File: src/aux_pin_pkg.sv
// constants, option codes and pin carrier type for the auxiliary pin selector
// assumes a 40 MHz system clock and a 32-bit APB register window
package aux_pin_pkg;

    localparam int          NUM_PINS        = 10;
    localparam int          CLK_PERIOD_NS   = 25;
    localparam int          LED_MIN_TIME_US = 50000;
    localparam int          LED_STRETCH_CYC = (LED_MIN_TIME_US * 1000 + CLK_PERIOD_NS - 1)
                                              / CLK_PERIOD_NS;

    // register byte offsets
    localparam logic [7:0]  OFS_CFG_LO      = 8'h00;
    localparam logic [7:0]  OFS_CFG_HI      = 8'h04;
    localparam logic [7:0]  OFS_BB_OUT      = 8'h08;
    localparam logic [7:0]  OFS_BB_DIR      = 8'h0c;
    localparam logic [7:0]  OFS_PIN_IN      = 8'h10;
    localparam logic [7:0]  OFS_STATUS      = 8'h14;

    // status field positions
    localparam int          STAT_CONFIGURED = 0;
    localparam int          STAT_SUSPEND    = 1;
    localparam int          STAT_TX_LED     = 2;
    localparam int          STAT_RX_LED     = 3;
    localparam int          STAT_DRV_EN     = 4;

    localparam int          OPT_W           = 4;

    typedef enum logic [3:0] {
        OPT_INPUT_PULLED_HIGH = 4'h0,
        OPT_LINE_DRIVER_EN    = 4'h1,
        OPT_POWER_ENABLE_N    = 4'h2,
        OPT_TX_LED_N          = 4'h3,
        OPT_RX_LED_N          = 4'h4,
        OPT_COMBINED_LED_N    = 4'h5,
        OPT_SUSPEND_N         = 4'h6,
        OPT_CLOCK_FAST        = 4'h7,
        OPT_CLOCK_MID         = 4'h8,
        OPT_CLOCK_SLOW        = 4'h9,
        OPT_DRIVE_HIGH        = 4'ha,
        OPT_DRIVE_LOW         = 4'hb,
        OPT_BITBANG           = 4'hc,
        OPT_INPUT_PULLED_LOW  = 4'hd
    } pin_option_t;

    // pins on which each class of option exists, bit i = aux pin i
    localparam logic [9:0]  GENERAL_PINS    = 10'h37f;
    localparam logic [9:0]  CLOCK_PINS      = 10'h361;
    localparam logic [9:0]  BITBANG_PINS    = 10'h360;
    localparam int          RESTRICTED_PIN  = 7;

    // reset values: pulled-up inputs, pin 7 pulled down
    localparam logic [31:0] CFG_LO_RESET    = 32'hd000_0000;
    localparam logic [7:0]  CFG_HI_RESET    = 8'h00;

    typedef struct packed {
        logic out;
        logic oe;
        logic pull_up;
        logic pull_down;
    } pin_drive_t;

endpackage

File: src/aux_pin_function_select.sv
// per-pin function selector for the auxiliary pin bank, with APB config registers
// assumes serial engine and usb state on clk_sys; clock sources come from the clock generator
// Behaviour
// - general options on pins 0-6, 8, 9 only
// - driver enable spans pre-start bit to stop end
// - power enable low when configured, high suspended
// - tx led pulses low while transmitting
// - rx led pulses low while receiving
// - combined led pulses on either direction
// - suspend indicator low throughout usb suspend
// - clock outputs on pins 0,5,6,8,9, stop suspended
// - bit-bang io only on pins 5,6,8,9
// - reset default pulled-up, pin 7 pulled down
`timescale 1ns/1ps

module aux_pin_function_select #(
    parameter int LED_STRETCH = aux_pin_pkg::LED_STRETCH_CYC
) (
    input  wire logic                   clk_sys,
    input  wire logic                   rst,
    input  wire logic                   psel,
    input  wire logic                   penable,
    input  wire logic                   pwrite,
    input  wire logic [7:0]             paddr,
    input  wire logic [31:0]            pwdata,
    output logic      [31:0]            prdata,
    output logic                        pready,
    output logic                        pslverr,
    input  wire logic                   tx_start_pending,
    input  wire logic                   tx_frame_active,
    input  wire logic                   rx_frame_active,
    input  wire logic                   usb_configured,
    input  wire logic                   usb_suspend,
    input  wire logic                   clk_fast_src,
    input  wire logic                   clk_mid_src,
    input  wire logic                   clk_slow_src,
    input  wire logic [9:0]             pin_in,
    output aux_pin_pkg::pin_drive_t [9:0] aux_pin_bank
);

    localparam int NP = aux_pin_pkg::NUM_PINS;
    localparam int CW = $clog2(LED_STRETCH + 1);

    // refuse a stretch the counter cannot serve
    if (LED_STRETCH < 1) begin : g_bad_stretch
        $error("LED_STRETCH must be at least one cycle");
    end

    logic [31:0]   cfg_lo_reg;
    logic [7:0]    cfg_hi_reg;
    logic [9:0]    bb_out_reg;
    logic [9:0]    bb_dir_reg;
    logic [31:0]   prdata_reg;
    logic          pslverr_reg;
    logic [9:0]    sync1_reg;
    logic [9:0]    sync2_reg;
    logic [9:0]    sync3_reg;
    logic [9:0]    pin_level_reg;
    logic [CW-1:0] tx_cnt_reg;
    logic [CW-1:0] rx_cnt_reg;
    logic          drv_en_reg;
    logic          pwr_n_reg;
    logic          sleep_n_reg;
    logic          tx_led_n_reg;
    logic          rx_led_n_reg;
    logic          both_led_n_reg;

    // apb decode
    wire           setup_phase = psel & ~penable;
    wire           wr_access   = psel & penable & pwrite;
    wire           hit_cfg_lo  = (paddr == aux_pin_pkg::OFS_CFG_LO);
    wire           hit_cfg_hi  = (paddr == aux_pin_pkg::OFS_CFG_HI);
    wire           hit_bb_out  = (paddr == aux_pin_pkg::OFS_BB_OUT);
    wire           hit_bb_dir  = (paddr == aux_pin_pkg::OFS_BB_DIR);
    wire           hit_pin_in  = (paddr == aux_pin_pkg::OFS_PIN_IN);
    wire           hit_status  = (paddr == aux_pin_pkg::OFS_STATUS);
    wire           hit_any     = hit_cfg_lo | hit_cfg_hi | hit_bb_out | hit_bb_dir
                                 | hit_pin_in | hit_status;
    wire [31:0]    cfg_all     = {24'h000000, cfg_hi_reg};
    wire [39:0]    cfg_flat    = {cfg_all[7:0], cfg_lo_reg};
    wire [31:0]    status_word = {27'h0000000, drv_en_reg, ~rx_led_n_reg, ~tx_led_n_reg,
                                  usb_suspend, usb_configured};
    wire [31:0]    rd_mux      = hit_cfg_lo ? cfg_lo_reg :
                                 hit_cfg_hi ? cfg_all :
                                 hit_bb_out ? {22'h000000, bb_out_reg} :
                                 hit_bb_dir ? {22'h000000, bb_dir_reg} :
                                 hit_pin_in ? {22'h000000, pin_level_reg} :
                                 hit_status ? status_word : 32'h00000000;

    assign pready  = 1'b1;
    assign prdata  = prdata_reg;
    assign pslverr = pslverr_reg & psel & penable;

    always_ff @(posedge clk_sys or posedge rst) begin
        if (rst) begin
            cfg_lo_reg  <= aux_pin_pkg::CFG_LO_RESET;
            cfg_hi_reg  <= aux_pin_pkg::CFG_HI_RESET;
            bb_out_reg  <= 10'h000;
            bb_dir_reg  <= 10'h000;
        end else if (wr_access) begin
            if (hit_cfg_lo) cfg_lo_reg <= pwdata;
            if (hit_cfg_hi) cfg_hi_reg <= pwdata[7:0];
            if (hit_bb_out) bb_out_reg <= pwdata[9:0];
            if (hit_bb_dir) bb_dir_reg <= pwdata[9:0];
        end
    end

    always_ff @(posedge clk_sys or posedge rst) begin
        if (rst) begin
            prdata_reg  <= 32'h00000000;
            pslverr_reg <= 1'b0;
        end else if (setup_phase) begin
            prdata_reg  <= pwrite ? 32'h00000000 : rd_mux;
            pslverr_reg <= ~hit_any;
        end
    end

    // pin input synchroniser, level cleared while stages two and three differ, set once both are high
    always_ff @(posedge clk_sys or posedge rst) begin
        if (rst) begin
            sync1_reg     <= 10'h000;
            sync2_reg     <= 10'h000;
            sync3_reg     <= 10'h000;
            pin_level_reg <= 10'h000;
        end else begin
            sync1_reg     <= pin_in;
            sync2_reg     <= sync1_reg;
            sync3_reg     <= sync2_reg;
            pin_level_reg <= (pin_level_reg & ~(sync2_reg ^ sync3_reg))
                             | (sync2_reg & ~(sync2_reg ^ sync3_reg));
        end
    end

    // activity stretch counters
    wire [CW-1:0] stretch_load = CW'(LED_STRETCH);
    wire [CW-1:0] tx_cnt_next  = tx_frame_active ? stretch_load :
                                 (tx_cnt_reg != '0) ? tx_cnt_reg - 1'b1 : tx_cnt_reg;
    wire [CW-1:0] rx_cnt_next  = rx_frame_active ? stretch_load :
                                 (rx_cnt_reg != '0) ? rx_cnt_reg - 1'b1 : rx_cnt_reg;
    wire          tx_act       = tx_frame_active | (tx_cnt_reg != '0);
    wire          rx_act       = rx_frame_active | (rx_cnt_reg != '0);

    always_ff @(posedge clk_sys or posedge rst) begin
        if (rst) begin
            tx_cnt_reg     <= '0;
            rx_cnt_reg     <= '0;
            drv_en_reg     <= 1'b0;
            pwr_n_reg      <= 1'b1;
            sleep_n_reg    <= 1'b1;
            tx_led_n_reg   <= 1'b1;
            rx_led_n_reg   <= 1'b1;
            both_led_n_reg <= 1'b1;
        end else begin
            tx_cnt_reg     <= tx_cnt_next;
            rx_cnt_reg     <= rx_cnt_next;
            drv_en_reg     <= tx_start_pending | tx_frame_active;
            pwr_n_reg      <= ~(usb_configured & ~usb_suspend);
            sleep_n_reg    <= ~usb_suspend;
            tx_led_n_reg   <= ~tx_act;
            rx_led_n_reg   <= ~rx_act;
            both_led_n_reg <= ~(tx_act | rx_act);
        end
    end

    // clocks gated off during suspend
    wire clk_run = ~usb_suspend;
    wire fast_q  = clk_fast_src & clk_run;
    wire mid_q   = clk_mid_src & clk_run;
    wire slow_q  = clk_slow_src & clk_run;

    genvar i;
    generate
        for (i = 0; i < NP; i++) begin : g_pin
            aux_pin_pkg::pin_option_t opt;
            logic                     gen_ok;
            logic                     clk_ok;
            logic                     bb_ok;
            assign opt    = aux_pin_pkg::pin_option_t'(cfg_flat[i*4 +: 4]);
            assign gen_ok = aux_pin_pkg::GENERAL_PINS[i];
            assign clk_ok = aux_pin_pkg::CLOCK_PINS[i];
            assign bb_ok  = aux_pin_pkg::BITBANG_PINS[i];

            always_comb begin
                aux_pin_bank[i] = '{out: 1'b0, oe: 1'b0, pull_up: 1'b1, pull_down: 1'b0};
                case (opt)
                    aux_pin_pkg::OPT_LINE_DRIVER_EN: begin
                        if (gen_ok) aux_pin_bank[i] = '{drv_en_reg, 1'b1, 1'b0, 1'b0};
                    end
                    aux_pin_pkg::OPT_POWER_ENABLE_N: begin
                        if (gen_ok) aux_pin_bank[i] = '{pwr_n_reg, 1'b1, 1'b0, 1'b0};
                    end
                    aux_pin_pkg::OPT_TX_LED_N: begin
                        if (gen_ok) aux_pin_bank[i] = '{tx_led_n_reg, 1'b1, 1'b0, 1'b0};
                    end
                    aux_pin_pkg::OPT_RX_LED_N: begin
                        if (gen_ok) aux_pin_bank[i] = '{rx_led_n_reg, 1'b1, 1'b0, 1'b0};
                    end
                    aux_pin_pkg::OPT_COMBINED_LED_N: begin
                        if (gen_ok) aux_pin_bank[i] = '{both_led_n_reg, 1'b1, 1'b0, 1'b0};
                    end
                    aux_pin_pkg::OPT_SUSPEND_N: begin
                        if (gen_ok) aux_pin_bank[i] = '{sleep_n_reg, 1'b1, 1'b0, 1'b0};
                    end
                    aux_pin_pkg::OPT_CLOCK_FAST: begin
                        if (clk_ok) aux_pin_bank[i] = '{fast_q, 1'b1, 1'b0, 1'b0};
                    end
                    aux_pin_pkg::OPT_CLOCK_MID: begin
                        if (clk_ok) aux_pin_bank[i] = '{mid_q, 1'b1, 1'b0, 1'b0};
                    end
                    aux_pin_pkg::OPT_CLOCK_SLOW: begin
                        if (clk_ok) aux_pin_bank[i] = '{slow_q, 1'b1, 1'b0, 1'b0};
                    end
                    aux_pin_pkg::OPT_DRIVE_HIGH: begin
                        if (clk_ok) aux_pin_bank[i] = '{1'b1, 1'b1, 1'b0, 1'b0};
                    end
                    aux_pin_pkg::OPT_DRIVE_LOW: begin
                        if (gen_ok) aux_pin_bank[i] = '{1'b0, 1'b1, 1'b0, 1'b0};
                    end
                    aux_pin_pkg::OPT_BITBANG: begin
                        if (bb_ok) begin
                            aux_pin_bank[i] = '{bb_out_reg[i], bb_dir_reg[i],
                                                ~bb_dir_reg[i], 1'b0};
                        end
                    end
                    aux_pin_pkg::OPT_INPUT_PULLED_LOW: begin
                        if (!gen_ok) aux_pin_bank[i] = '{1'b0, 1'b0, 1'b0, 1'b1};
                    end
                    default: begin
                        aux_pin_bank[i] = '{1'b0, 1'b0, 1'b1, 1'b0};
                    end
                endcase
            end
        end
    endgenerate

endmodule // aux_pin_function_select

File: config.mk
export PLATFORM = sky130hd
export DESIGN_NAME = aux_pin_function_select
export DESIGN_NICKNAME = d
export VERILOG_FILES = /design/src/aux_pin_pkg.sv /design/src/aux_pin_function_select.sv
export SDC_FILE = /design/constraint.sdc
export NUM_CORES = 1
export LEC_CHECK = 0
export ABC_CLOCK_PERIOD_IN_PS = 7870
export BUFFER_PORTS_ARGS = -buffer_cell sky130_fd_sc_hd__buf_2
export CAP_MARGIN = 10
export CORE_MARGIN = 2
export CORE_UTILIZATION = 55
export CTS_BUF_LIST = sky130_fd_sc_hd__clkbuf_4
export DETAILED_ROUTE_END_ITERATION = 8
export GPL_ROUTABILITY_DRIVEN = 0
export PLACE_DENSITY = 0.76
export SLEW_MARGIN = 20
export SYNTH_ARGS = -nofsm -noshare
export SYNTH_HDL_FRONTEND = slang
export SYNTH_SLANG_ARGS = --single-unit
File: constraint.sdc
create_clock -name clk_sys -period 7.87 [get_ports clk_sys]
set_clock_uncertainty 0.2 [all_clocks]
set_input_delay 0.3935 -clock clk_sys [delete_from_list [all_inputs] [get_ports clk_sys]]
set_output_delay 0.3935 -clock clk_sys [all_outputs]
set_load 0.03 [all_outputs]
==> impl_results.md, run 1 <==
* Yosys reg bits at 181
* Final setup TNS at 0 ns
* Vias/cell at 5.71
* Share of flip-flops with an asynchronous set or reset at 100%
* Final Hold Fails at 0
* Routed len/inst at 16.8 um
* Pins Over Slew Limit at 0
* DRT antenna net count at 0
* Hold Path Class: input pin to flip-flop
* Setup Buffers After CTS at 0
* DR DRC count at 0
* HPWL after detailed placement at 13.5 mm
* GR Util All Layers at 23.8%
* Cell variety after synth at 68
* Nets at 1039
* Slew HR at 37.4%
* Worst slew pin tran at 0.931 ns
* Startpoint types: input pin
* Register area share after synthesis at 51.2%
* Static leakage at 0.00473 uW
* Starting Density at 56.1%
* Clock Path Buffers at 2
* Worst Setup End Kind: primary output
* Vias in the first global route at 6434
* Die area at 0.0172 mm2
* Die width at 131 um
* Skew-Pair Late Insertion Delay at 0.56 ns
* Share of post-route cells with drive strength above 1 at 26.4%
* Max Freq at 0.340 GHz
* Clock sinks at 181
* First-pass GRT wire length at 31.7 mm
* Crit path DAT at 2.35 ns
* Post-cts sizing count at 0
* Std cell rows at 46
* CTS tree: yes
* Mapped cell area at 0.00887 mm2
* Largest net degree at the start of global routing at 107
* Period utilization at 37.4%
* I/O pin count at 137
* Yosys warns at 0
* Layout area overhead at 15.8%
* Worst vdd ir at 88.6 uV
* Multi-input gate area at 0.00394 mm2
* CTS Buf Count at 17
* Root Driver: clkbuf_4
* Grt ovf at 0
* Initial DRC Count at 468
* Total number of vias at 6813
* Die Ht at 131 um
* Main synth FF type: dfrtp_1
* Syn Inst Count at 821
* FF+latch area at 0.00454 mm2
* Fillers at 1286
* Number of flops mapped to enable cells by yosys at 0
* Worst-path clk slew at 0.13 ns
* WP data required at 7.28 ns
* Syn avg cell area at 10.8 um2
* Drt total wl at 20.0 mm
* Initial antenna violation count at 1
* Final setup vio count at 0
* Largest cells by area after synthesis: dfrtp_1, mux2_2, nor2_1
* Worst-path fanout max at 5
* CP Class: input pin to primary output
* Port bufs at 124
* Synth top area share at 48.8%
* Pwr dens at 167 mW/mm2
* RSZ-0062 raised after global routing: false
* Fin crit period at 2.94 ns
* Max-cap violation count at 0
* Status: finished clean
* Largest area contributor in the netlist: dfrtp_1
* Core Util, Final at 64.9%
* # H-tree levels at 4
* Core Area at 0.0158 mm2
* TritonRoute pass-1 iters at 5
through the flow:
stage / cell area (um2) / instances / hold WS, ns / setup slack, ns / power (uW)
finish: 10300 / 1193 / 0.0541 / 4.93 / 1710
global route: 10300 / 1193 / 0.0479 / 4.82 / 1800
CTS: 10300 / 1191 / 0.00456 / 4.90 / 1730
floorplan: 8910 / 831 / 0.131 / 2.37 / 1180
detailed placement: 9540 / 1111 / 0.135 / 4.48 / 1240
global placement: 9540 / 1111 / 0.132 / 4.60 / 1230
power breakdown:
part | internal [uW] | leakage [uW] | switching (uW) | total [uW]
registers | 968 | 0.00231 | 41.8 | 1010
logic | 97.8 | 0.00227 | 130 | 228
clock network | 182 | 0.000147 | 292 | 474
total | 1250 | 0.00473 | 464 | 1710
worst max-delay path, cell delays in order:
cell           delay [ns]
dlygate4sd3_1        0.55
buf_2                0.16
nor2b_1              0.38
mux4_2               0.32
inv_1                0.04
a221oi_1             0.27
buf_2                0.25
cell type report:
type | count | share of cell area, %
Timing Repair Buffer | 179 | 11.2
Tap cell | 216 | 2.63
Antenna cell | 2 | 0.0487
Sequential cell | 181 | 44.2
Multi-Input combinational cell | 552 | 38.3
Inverter | 31 | 1.18
Clock inverter | 7 | 0.597
Clock buffer | 25 | 1.83
synth_stat cells, drive strengths merged (3+ instances only):
cell / n
nor2b: 14
a211oi: 11
a21oi: 41
nor3: 15
nand3: 20
dfrtp: 173
mux2: 67
ha: 14
o211ai: 7
o21a: 3
nor4: 19
a221oi: 4
buf: 23
o2bb2ai: 5
mux4: 3
nand2: 35
nor2: 63
or2: 4
a22oi: 7
xnor2: 19
and3: 6
a2111oi: 3
o21ai: 32
nand2b: 16
or3: 13
a21o: 10
inv: 31
nand3b: 11
o31ai: 12
or4: 8
mux2i: 16
a31oi: 6
dfstp: 8
clkbuf: 44
nor3b: 3
a22o: 22
o41ai: 3
logic make-up after synthesis:
logic type,share of synthesized area (%)
compound gates,14.6
xor+xnor,2.07
fa+ha+maj,1.97
buf+inv,4.89
flops,51.2
mux,11.1
other cells,0.0846
simple gates,14.2
layout by cell type, fill, tap and decap left out, types with 4 or more instances in the layout:
| cell | count |
|---|---|
| nand2b_1 | 16 |
| nor2b_1 | 14 |
| nand3_1 | 20 |
| conb_1 | 12 |
| a221oi_1 | 4 |
| nand3b_1 | 11 |
| a22oi_1 | 7 |
| clkinv_2 | 4 |
| ha_1 | 14 |
| nor4_1 | 17 |
| a21oi_1 | 41 |
| buf_4 | 7 |
| mux2_2 | 67 |
| dlygate4sd3_1 | 48 |
| o2bb2ai_1 | 5 |
| and3_1 | 6 |
| nor3_1 | 12 |
| xnor2_1 | 19 |
| a21o_1 | 10 |
| clkbuf_4 | 25 |
| or2_2 | 4 |
| dfstp_2 | 8 |
| dfrtp_1 | 173 |
| o31ai_1 | 11 |
| mux2i_1 | 16 |
| or3_1 | 13 |
| a211oi_1 | 11 |
| o211ai_1 | 7 |
| inv_1 | 30 |
| a31oi_1 | 6 |
| a22o_1 | 22 |
| nor2_1 | 63 |
| nand2_1 | 35 |
| o21ai_0 | 32 |
| or4_1 | 7 |
| buf_2 | 124 |
final timing paths:
check | cells after the start | start | endpoint | slack, ns
worst max-delay path | 7 | usb_suspend | aux_pin_bank[3] | 4.93
worst min-delay path | 2 | rx_frame_active | rx_cnt_reg[13] | 0.05
worst max register to register | 4 | rx_cnt_reg[9] | both_led_n_reg | 5.03
worst min register to register | 0 | sync1_reg[7] | sync2_reg[7] | 0.15
max in group asynchronous | 4 | rst | rx_cnt_reg[10] | 5.55
min in group asynchronous | 3 | rst | tx_cnt_reg[9] | 0.38
routing by layer:
metal / up-vias / share of wire, % / track usage [%]
met4: 0 / 2.6 / 9.89
met3: 40 / 5.3 / 4.89
met1: 3314 / 44 / 30.1
met2: 220 / 48 / 40.2
met5: - / 0 / 0
li1: 3239 / - / -
what timing repair did:
| action | CTS | global route |
|---|---|---|
| hold buffers | 48 | 0 |
| setup endpoints to repair | 0 | 0 |
| hold endpoints to repair | 180 | 0 |
(Power assumes the default switching activity.)
==> run 2: changes to the inputs <==
ABC_AREA = 1   (was not set)
ABC_CLOCK_PERIOD_IN_PS = 2480   (was 7870)
CORE_UTILIZATION = 54   (was 55)
PLACE_DENSITY = 0.77   (was 0.76)
clock period = 2.48 ns   (was 7.87 ns; I/O delays follow)
==> impl_results.md, run 2 <==
* Status: finished clean (unchanged)
* Initial DRC Count at 688 (was 468)
* DP Area at 0.0100 mm2 (was 0.00954 mm2)
* Crit path cell chain: clkinvlp_4 > o22ai_1 > nor2_1 > nor4_2 > buf_4 (was dlygate4sd3_1 > buf_2 > nor2b_1 > mux4_2 > inv_1 > a221oi_1 > buf_2)
* Cell area after layout at 0.0111 mm2 (was 0.0103 mm2)
* Slowest CP cell: dfstp_2 (was dlygate4sd3_1)
* Max incr delay on CP at 0.59 ns (was 0.55 ns)
* Mapped cell area at 0.00925 mm2 (was 0.00887 mm2)
* Synth top area share at 46.8% (was 48.8%)
* Final worst setup slack at 0.0268 ns (was 4.93 ns)
* WP data required at 2.16 ns (was 7.28 ns)
* Vias/cell at 5.35 (was 5.71)
* Max Freq at 0.408 GHz
* Cell with the most instances after synthesis: nand2_1 (was dfrtp_1)
* HPWL after detailed placement at 16.3 mm (was 13.5 mm)
* Worst vdd ir at 265 uV (was 88.6 uV)
* Worst-path clk slew at 0.13 ns (about the same)
* Syn avg cell area at 8.14 um2 (was 10.8 um2)
* Multi-input gate area at 0.00393 mm2 (was 0.00394 mm2)
* Final Hold Fails at 0 (unchanged)
* Layout area overhead at 20.1% (was 15.8%)
* Port bufs at 124 (unchanged)
* Clock sinks at 181 (unchanged)
* Core Util, Final at 66.8% (was 64.9%)
* Period utilization at 98.9%
* Initial antenna violation count at 2 (was 1)
* Cell variety after synth at 44 (was 68)
* Fin crit period at 2.45 ns
* Hold Path Class: input pin to flip-flop (unchanged)
* Max-cap violation count at 0 (unchanged)
* Starting Density at 55.6% (was 56.1%)
* Commonest non-fill, non-tap cell in the layout: nand2_1 (was dfrtp_1)
* Share of flip-flops with an asynchronous set or reset at 100% (unchanged)
* FF+latch area at 0.00454 mm2 (about the same)
* Register area share after synthesis at 49.1% (was 51.2%)
* Startpoint types: flip-flop (was input pin)
* DRT antenna net count at 0 (unchanged)
* Largest area contributor in the netlist: dfrtp_1 (unchanged)
* Clock Path Buffers at 2 (unchanged)
* RSZ-0062 raised after global routing: true (was false)
* Routed len/inst at 14.6 um (was 16.8 um)
* Syn Inst Count at 1136 (was 821)
* Final setup vio count at 0 (unchanged)
* Finished Layout Cells at 1569 (was 1193)
* First-pass GRT wire length at 38.1 mm (was 31.7 mm)
* Slew HR at 38.8% (was 37.4%)
* I/O pin count at 137 (unchanged)
* Pwr dens at 489 mW/mm2 (was 167 mW/mm2)
* List of most frequent post-synthesis cells: nand2_1, dfrtp_1, inv_1, nor2_1, nand3_1 (was dfrtp_1, mux2_2, nor2_1, clkbuf_1, a21oi_1)
* DR DRC count at 0 (unchanged)
* Yosys reg bits at 181 (unchanged)
* # H-tree levels at 4 (unchanged)
* Die area at 0.0182 mm2 (was 0.0172 mm2)
* Number of flops mapped to enable cells by yosys at 0 (unchanged)
* Die Ht at 135 um (was 131 um)
* Crit path DAT at 2.13 ns (was 2.35 ns)
* Nets at 1411 (was 1039)
* Final setup TNS at 0 ns (unchanged)
* Fillers at 1438 (was 1286)
* Drt total wl at 23.0 mm (was 20.0 mm)
* Main synth FF type: dfrtp_1 (unchanged)
* Largest cells by area after synthesis: dfrtp_1, nand2_1, inv_1 (was dfrtp_1, mux2_2, nor2_1)
* CTS tree: yes (unchanged)
* Most frequent cells in the layout: nand2_1, dfrtp_1, inv_1 (was dfrtp_1, buf_2, mux2_2)
* TritonRoute pass-1 iters at 6 (was 5)
* Worst-path fanout max at 7 (was 5)
* Pins Over Slew Limit at 0 (unchanged)
* Total number of vias at 8398 (was 6813)
* Vias in the first global route at 7947 (was 6434)
* Yosys warns at 0 (unchanged)
* CTS Buf Count at 17 (unchanged)
* Std cell rows at 47 (was 46)
* Worst slew pin tran at 0.916 ns (was 0.931 ns)
* Skew-Pair Late Insertion Delay at 0.58 ns (was 0.56 ns)
* Setup WS pre-CTS at 0.416 ns (was 4.48 ns)
* Root Driver: clkbuf_4 (unchanged)
* Die width at 135 um (was 131 um)
* Grt ovf at 0 (unchanged)
* Worst Setup End Kind: primary output (unchanged)
* Largest net degree at the start of global routing at 63 (was 107)
* CP Class: flip-flop to primary output (was input pin to primary output)
* Core Area at 0.0166 mm2 (was 0.0158 mm2)
* Static leakage at 0.00575 uW (was 0.00473 uW)
* GR Util All Layers at 26.4% (was 23.8%)
* Cells after DPL at 1457 (was 1111)
* Share of post-route cells with drive strength above 1 at 17.7% (was 26.4%)
==> run 2: through the flow <==
| step | hold WS, ns | power, uW |
|---|---|---|
| 2_1_floorplan | -0.0446 | 3700 |
| 3_3_place_gp | 0.0321 | 3900 |
| 3_5_place_dp | 0.0341 | 3920 |
| 4_1_cts | 0.00933 | 5470 |
| 5_1_grt | 0.0501 | 5720 |
| 6_report | 0.0412 | 5440 |
==> run 2: routing by layer <==
metal	GRT usage, %	share of wire, %	up-vias
met3	5.33	7.0	50
met1	36.0	44	3973
met5	0	0	-
met2	43.0	47	319
li1	-	-	4056
met4	8.07	2.3	0
==> run 2: cell families (layout without fill, tap and decap cells) <==
| logic type | Yosys count | count (layout) | share of synthesized area, % |
|---|---|---|---|
| AND/OR/NAND/NOR | 538 | 538 | 25.6 |
| multiplexers | 3 | 3 | 0.406 |
| other | 2 | 14 | 0.0812 |
| XOR/XNOR | 18 | 18 | 1.70 |
| AO/OA/AOI/OAI | 174 | 174 | 11.9 |
| buffers and inverters | 206 | 407 | 9.30 |
| adder cells (fa/ha/maj) | 14 | 14 | 1.89 |
| flip-flops | 181 | 181 | 49.1 |
==> run 2: worst max-delay path: cells and delay by family (launching register included) <==
kind            cells  cell delay [ns]
simple gates        2             0.31
flops               1             0.59
buf+inv             2             0.42
compound gates      1             0.22
==> run 2: area by class of cell <==
cell class | instances | share of cell area, %
repair buffers | 211 | 13.5
diodes | 2 | 0.0450
inverters | 164 | 5.60
well taps | 220 | 2.48
clock inverters | 12 | 0.799
multi-input cells | 759 | 35.4
flip-flops and latches | 181 | 40.8
clock buffers | 20 | 1.35
==> run 2: where the power goes <==
part | switching [uW] | total (uW) | internal (uW) | leakage, uW
clock | 971 | 1480 | 510 | 0.000132
sequential | 101 | 3160 | 3060 | 0.00224
combinational | 496 | 790 | 294 | 0.00338
total | 1570 | 5440 | 3870 | 0.00575
==> run 2: final timing paths <==
check / startpoint / endpoint / slack (ns) / cells past startpoint
max: tx_led_n_reg / aux_pin_bank[11] / 0.03 / 5
min: psel / cfg_hi_reg[0] / 0.04 / 5
max reg2reg: tx_cnt_reg[0] / tx_cnt_reg[16] / 0.43 / 7
min reg2reg: sync1_reg[8] / sync2_reg[8] / 0.16 / 0
max in group asynchronous: rst / cfg_lo_reg[28] / 0.74 / 5
min in group asynchronous: rst / rx_cnt_reg[17] / 0.57 / 4
==> run 2: repair_timing <==
action | in CTS | in global routing
pin swaps | 0 | 7
gates resized for setup | 1 | 16
endpoints found under the hold margin | 291 | 0
hold buffers | 73 | 0
buffers inserted | 0 | 5
setup endpoints to repair | 1 | 6
==> run 3: changes to the inputs <==
RECOVER_POWER = 50   (was not set)
SETUP_SLACK_MARGIN = 0.2   (was not set)
==> impl_results.md, run 3 (synthesis results as in run 2) <==
* Total number of vias at 8506 (was 8398)
* Final worst setup slack at -0.0359 ns (was 0.0268 ns)
* I/O pin count at 137 (unchanged)
* Pwr dens at 490 mW/mm2 (was 489 mW/mm2)
* Cell area after layout at 0.0115 mm2 (was 0.0111 mm2)
* Port bufs at 124 (unchanged)
* Hold depth at 10 (was 5)
* Commonest non-fill, non-tap cell in the layout: nand2_1 (unchanged)
* Clock sinks at 181 (unchanged)
* DR DRC count at 0 (unchanged)
* Tot Pwr at 5630 uW (was 5440 uW)
* Largest net degree at the start of global routing at 71 (was 63)
* Setup crit start: tx_led_n_reg (unchanged)
* DRT antenna net count at 0 (unchanged)
* FF-to-FF Start: tx_cnt_reg[0] (unchanged)
* Fillers at 1355 (was 1438)
* Core Area at 0.0166 mm2 (unchanged)
* FF+latch area at 0.00455 mm2 (was 0.00454 mm2)
* # H-tree levels at 4 (unchanged)
* DR top layer: met4 (unchanged)
* HPWL after detailed placement at 16.2 mm (was 16.3 mm)
* Slew HR at 34.8% (was 38.8%)
* Worst Setup End Kind: primary output (unchanged)
* Most frequent cells in the layout: nand2_1, dfrtp_1, inv_1 (unchanged)
* Fin crit period at 2.52 ns (was 2.45 ns)
* Final Hold Fails at 0 (unchanged)
* Static leakage at 0.00574 uW (was 0.00575 uW)
* Skew-Pair Late Insertion Delay at 0.60 ns (was 0.58 ns)
* WP data required at 2.16 ns (about the same)
* CTS tree: yes (unchanged)
* Reg-to-reg endpoint: tx_cnt_reg[20] (was tx_cnt_reg[16])
* Starting Density at 55.6% (unchanged)
* Layout area overhead at 24.1% (was 20.1%)
* Failing checks: setup timing
* RSZ-0062 raised after global routing: true (unchanged)
* Die Ht at 135 um (unchanged)
* Share of post-route cells with drive strength above 1 at 17.6% (was 17.7%)
* Vias in the first global route at 8017 (was 7947)
* Worst vdd ir at 334 uV (was 265 uV)
* Hold Path Class: input pin to flip-flop (unchanged)
* Startpoint types: flip-flop (unchanged)
* Vias/cell at 5.32 (was 5.35)
* Worst-path fanout max at 7 (unchanged)
* M1 WL at 10.4 mm (was 10.0 mm)
* DP Area at 0.0101 mm2 (was 0.0100 mm2)
* Routed len/inst at 15.1 um (was 14.6 um)
* Die area at 0.0182 mm2 (unchanged)
* Nets at 1442 (was 1411)
* First-pass GRT wire length at 38.5 mm (was 38.1 mm)
* Clock Path Buffers at 2 (unchanged)
* CP Class: flip-flop to primary output (unchanged)
* TritonRoute pass-1 iters at 6 (unchanged)
* Crit path DAT at 2.19 ns (was 2.13 ns)
* Worst-path clk slew at 0.16 ns (was 0.13 ns)
* Die width at 135 um (unchanged)
* Setup WS pre-CTS at 0.477 ns (was 0.416 ns)
* R2r worst-path depth at 8 (was 7)
* Finished Layout Cells at 1599 (was 1569)
* Hold path start: paddr[6] (was psel)
* Period utilization at 101% (was 98.9%)
* Std cell rows at 47 (unchanged)
* Drt total wl at 24.1 mm (was 23.0 mm)
* Flop2flop setup slack at 0.43 ns (about the same)
* Initial antenna violation count at 1 (was 2)
* Pins Over Slew Limit at 0 (unchanged)
* GR Util All Layers at 26.7% (was 26.4%)
* Met3 wire length at 1.66 mm (was 1.61 mm)
* Max Freq at 0.397 GHz (was 0.408 GHz)
* Initial DRC Count at 687 (was 688)
* CTS Buf Count at 17 (unchanged)
* Cells after DPL at 1455 (was 1457)
* Final setup vio count at 3 (was 0)
* Status: finished, violations left (was finished clean)
* WL met2 at 11.5 mm (was 10.8 mm)
* Hold path endpoint: prdata[0] (was cfg_hi_reg[0])
* Multi-input gate area at 0.00398 mm2 (was 0.00393 mm2)
* Root Driver: clkbuf_4 (unchanged)
* Grt ovf at 0 (unchanged)
* Max-cap violation count at 0 (unchanged)
* Worst slew pin tran at 0.972 ns (was 0.916 ns)
-- run 3: cell types whose count changed in the layout (fill, tap and decap cells not counted), sizes merged --
cell | previous run | this run
dlygate4sd3 | 73 | 87
clkinv | 10 | 9
inv | 161 | 163
clkinvlp | 4 | 6
bufinv | 1 | 2
clkbuf | 20 | 52
diode | 2 | 1
buf | 138 | 119
-- run 3: power breakdown --
| part | total (uW) | switching, uW | internal (uW) |
|---|---|---|---|
| clock | 1650 | 1050 | 605 |
| sequential | 3160 | 95.8 | 3070 |
| combinational | 815 | 511 | 304 |
| total | 5630 | 1650 | 3970 |
-- run 3: per-layer routing --
layer  GRT usage (%)  vias up
li1                -     4122
met3            5.14       46
met2            43.2      335
met5               0        -
met1            36.4     4003
met4            9.24        0
-- run 3: critical path, stage by stage, from the launching register on --
cell and delay [ns]:
dfstp_2 0.58, clkinvlp_4 0.19, buf_4 0.20, o2111ai_2 0.16
nand3_1 0.13, a31oi_2 0.19, buf_6 0.16
-- run 3: final cells by class --
class	count	area share [%]
well taps	220	2.40
multi-input cells	759	34.7
inverters	164	5.44
clock inverters	15	1.36
flip-flops and latches	181	39.7
clock buffers	17	1.11
repair buffers	241	15.3
diodes	1	0.0218
repair inverters	1	0.0436
-- run 3: worst max-delay path by stage --
| stage | end | slack [ns] | cells past startpoint |
|---|---|---|---|
| floorplan | bb_dir_reg[0] | -0.16 | 1 |
| global placement | bb_out_reg[7] | 0.56 | 9 |
| detailed placement | tx_cnt_reg[20] | 0.48 | 8 |
| CTS | aux_pin_bank[19] | 0.03 | 5 |
| global route | aux_pin_bank[15] | -0.12 | 6 |
| finish | aux_pin_bank[15] | -0.04 | 6 |
-- run 3: metrics by stage --
step / hold WS (ns) / setup TNS [ns] / utilization (%)
CTS: 0.0221 / 0 / 68.0
floorplan: -0.0446 / -27.69 / -
global placement: -0.0149 / 0 / 60.4
finish: 0.0631 / -0.0565 / 69.0
detailed placement: -0.00609 / 0 / 60.4
global route: 0.0687 / -0.410 / 69.0
-- run 3: timing repair --
action	4_1_cts	5_1_grt
setup buffers	8	15
endpoints found under the hold margin	289	0
cloned	0	1
pin swaps	4	4
setup endpoints to repair	11	19
hold buffers	87	0
gates resized for setup	18	43
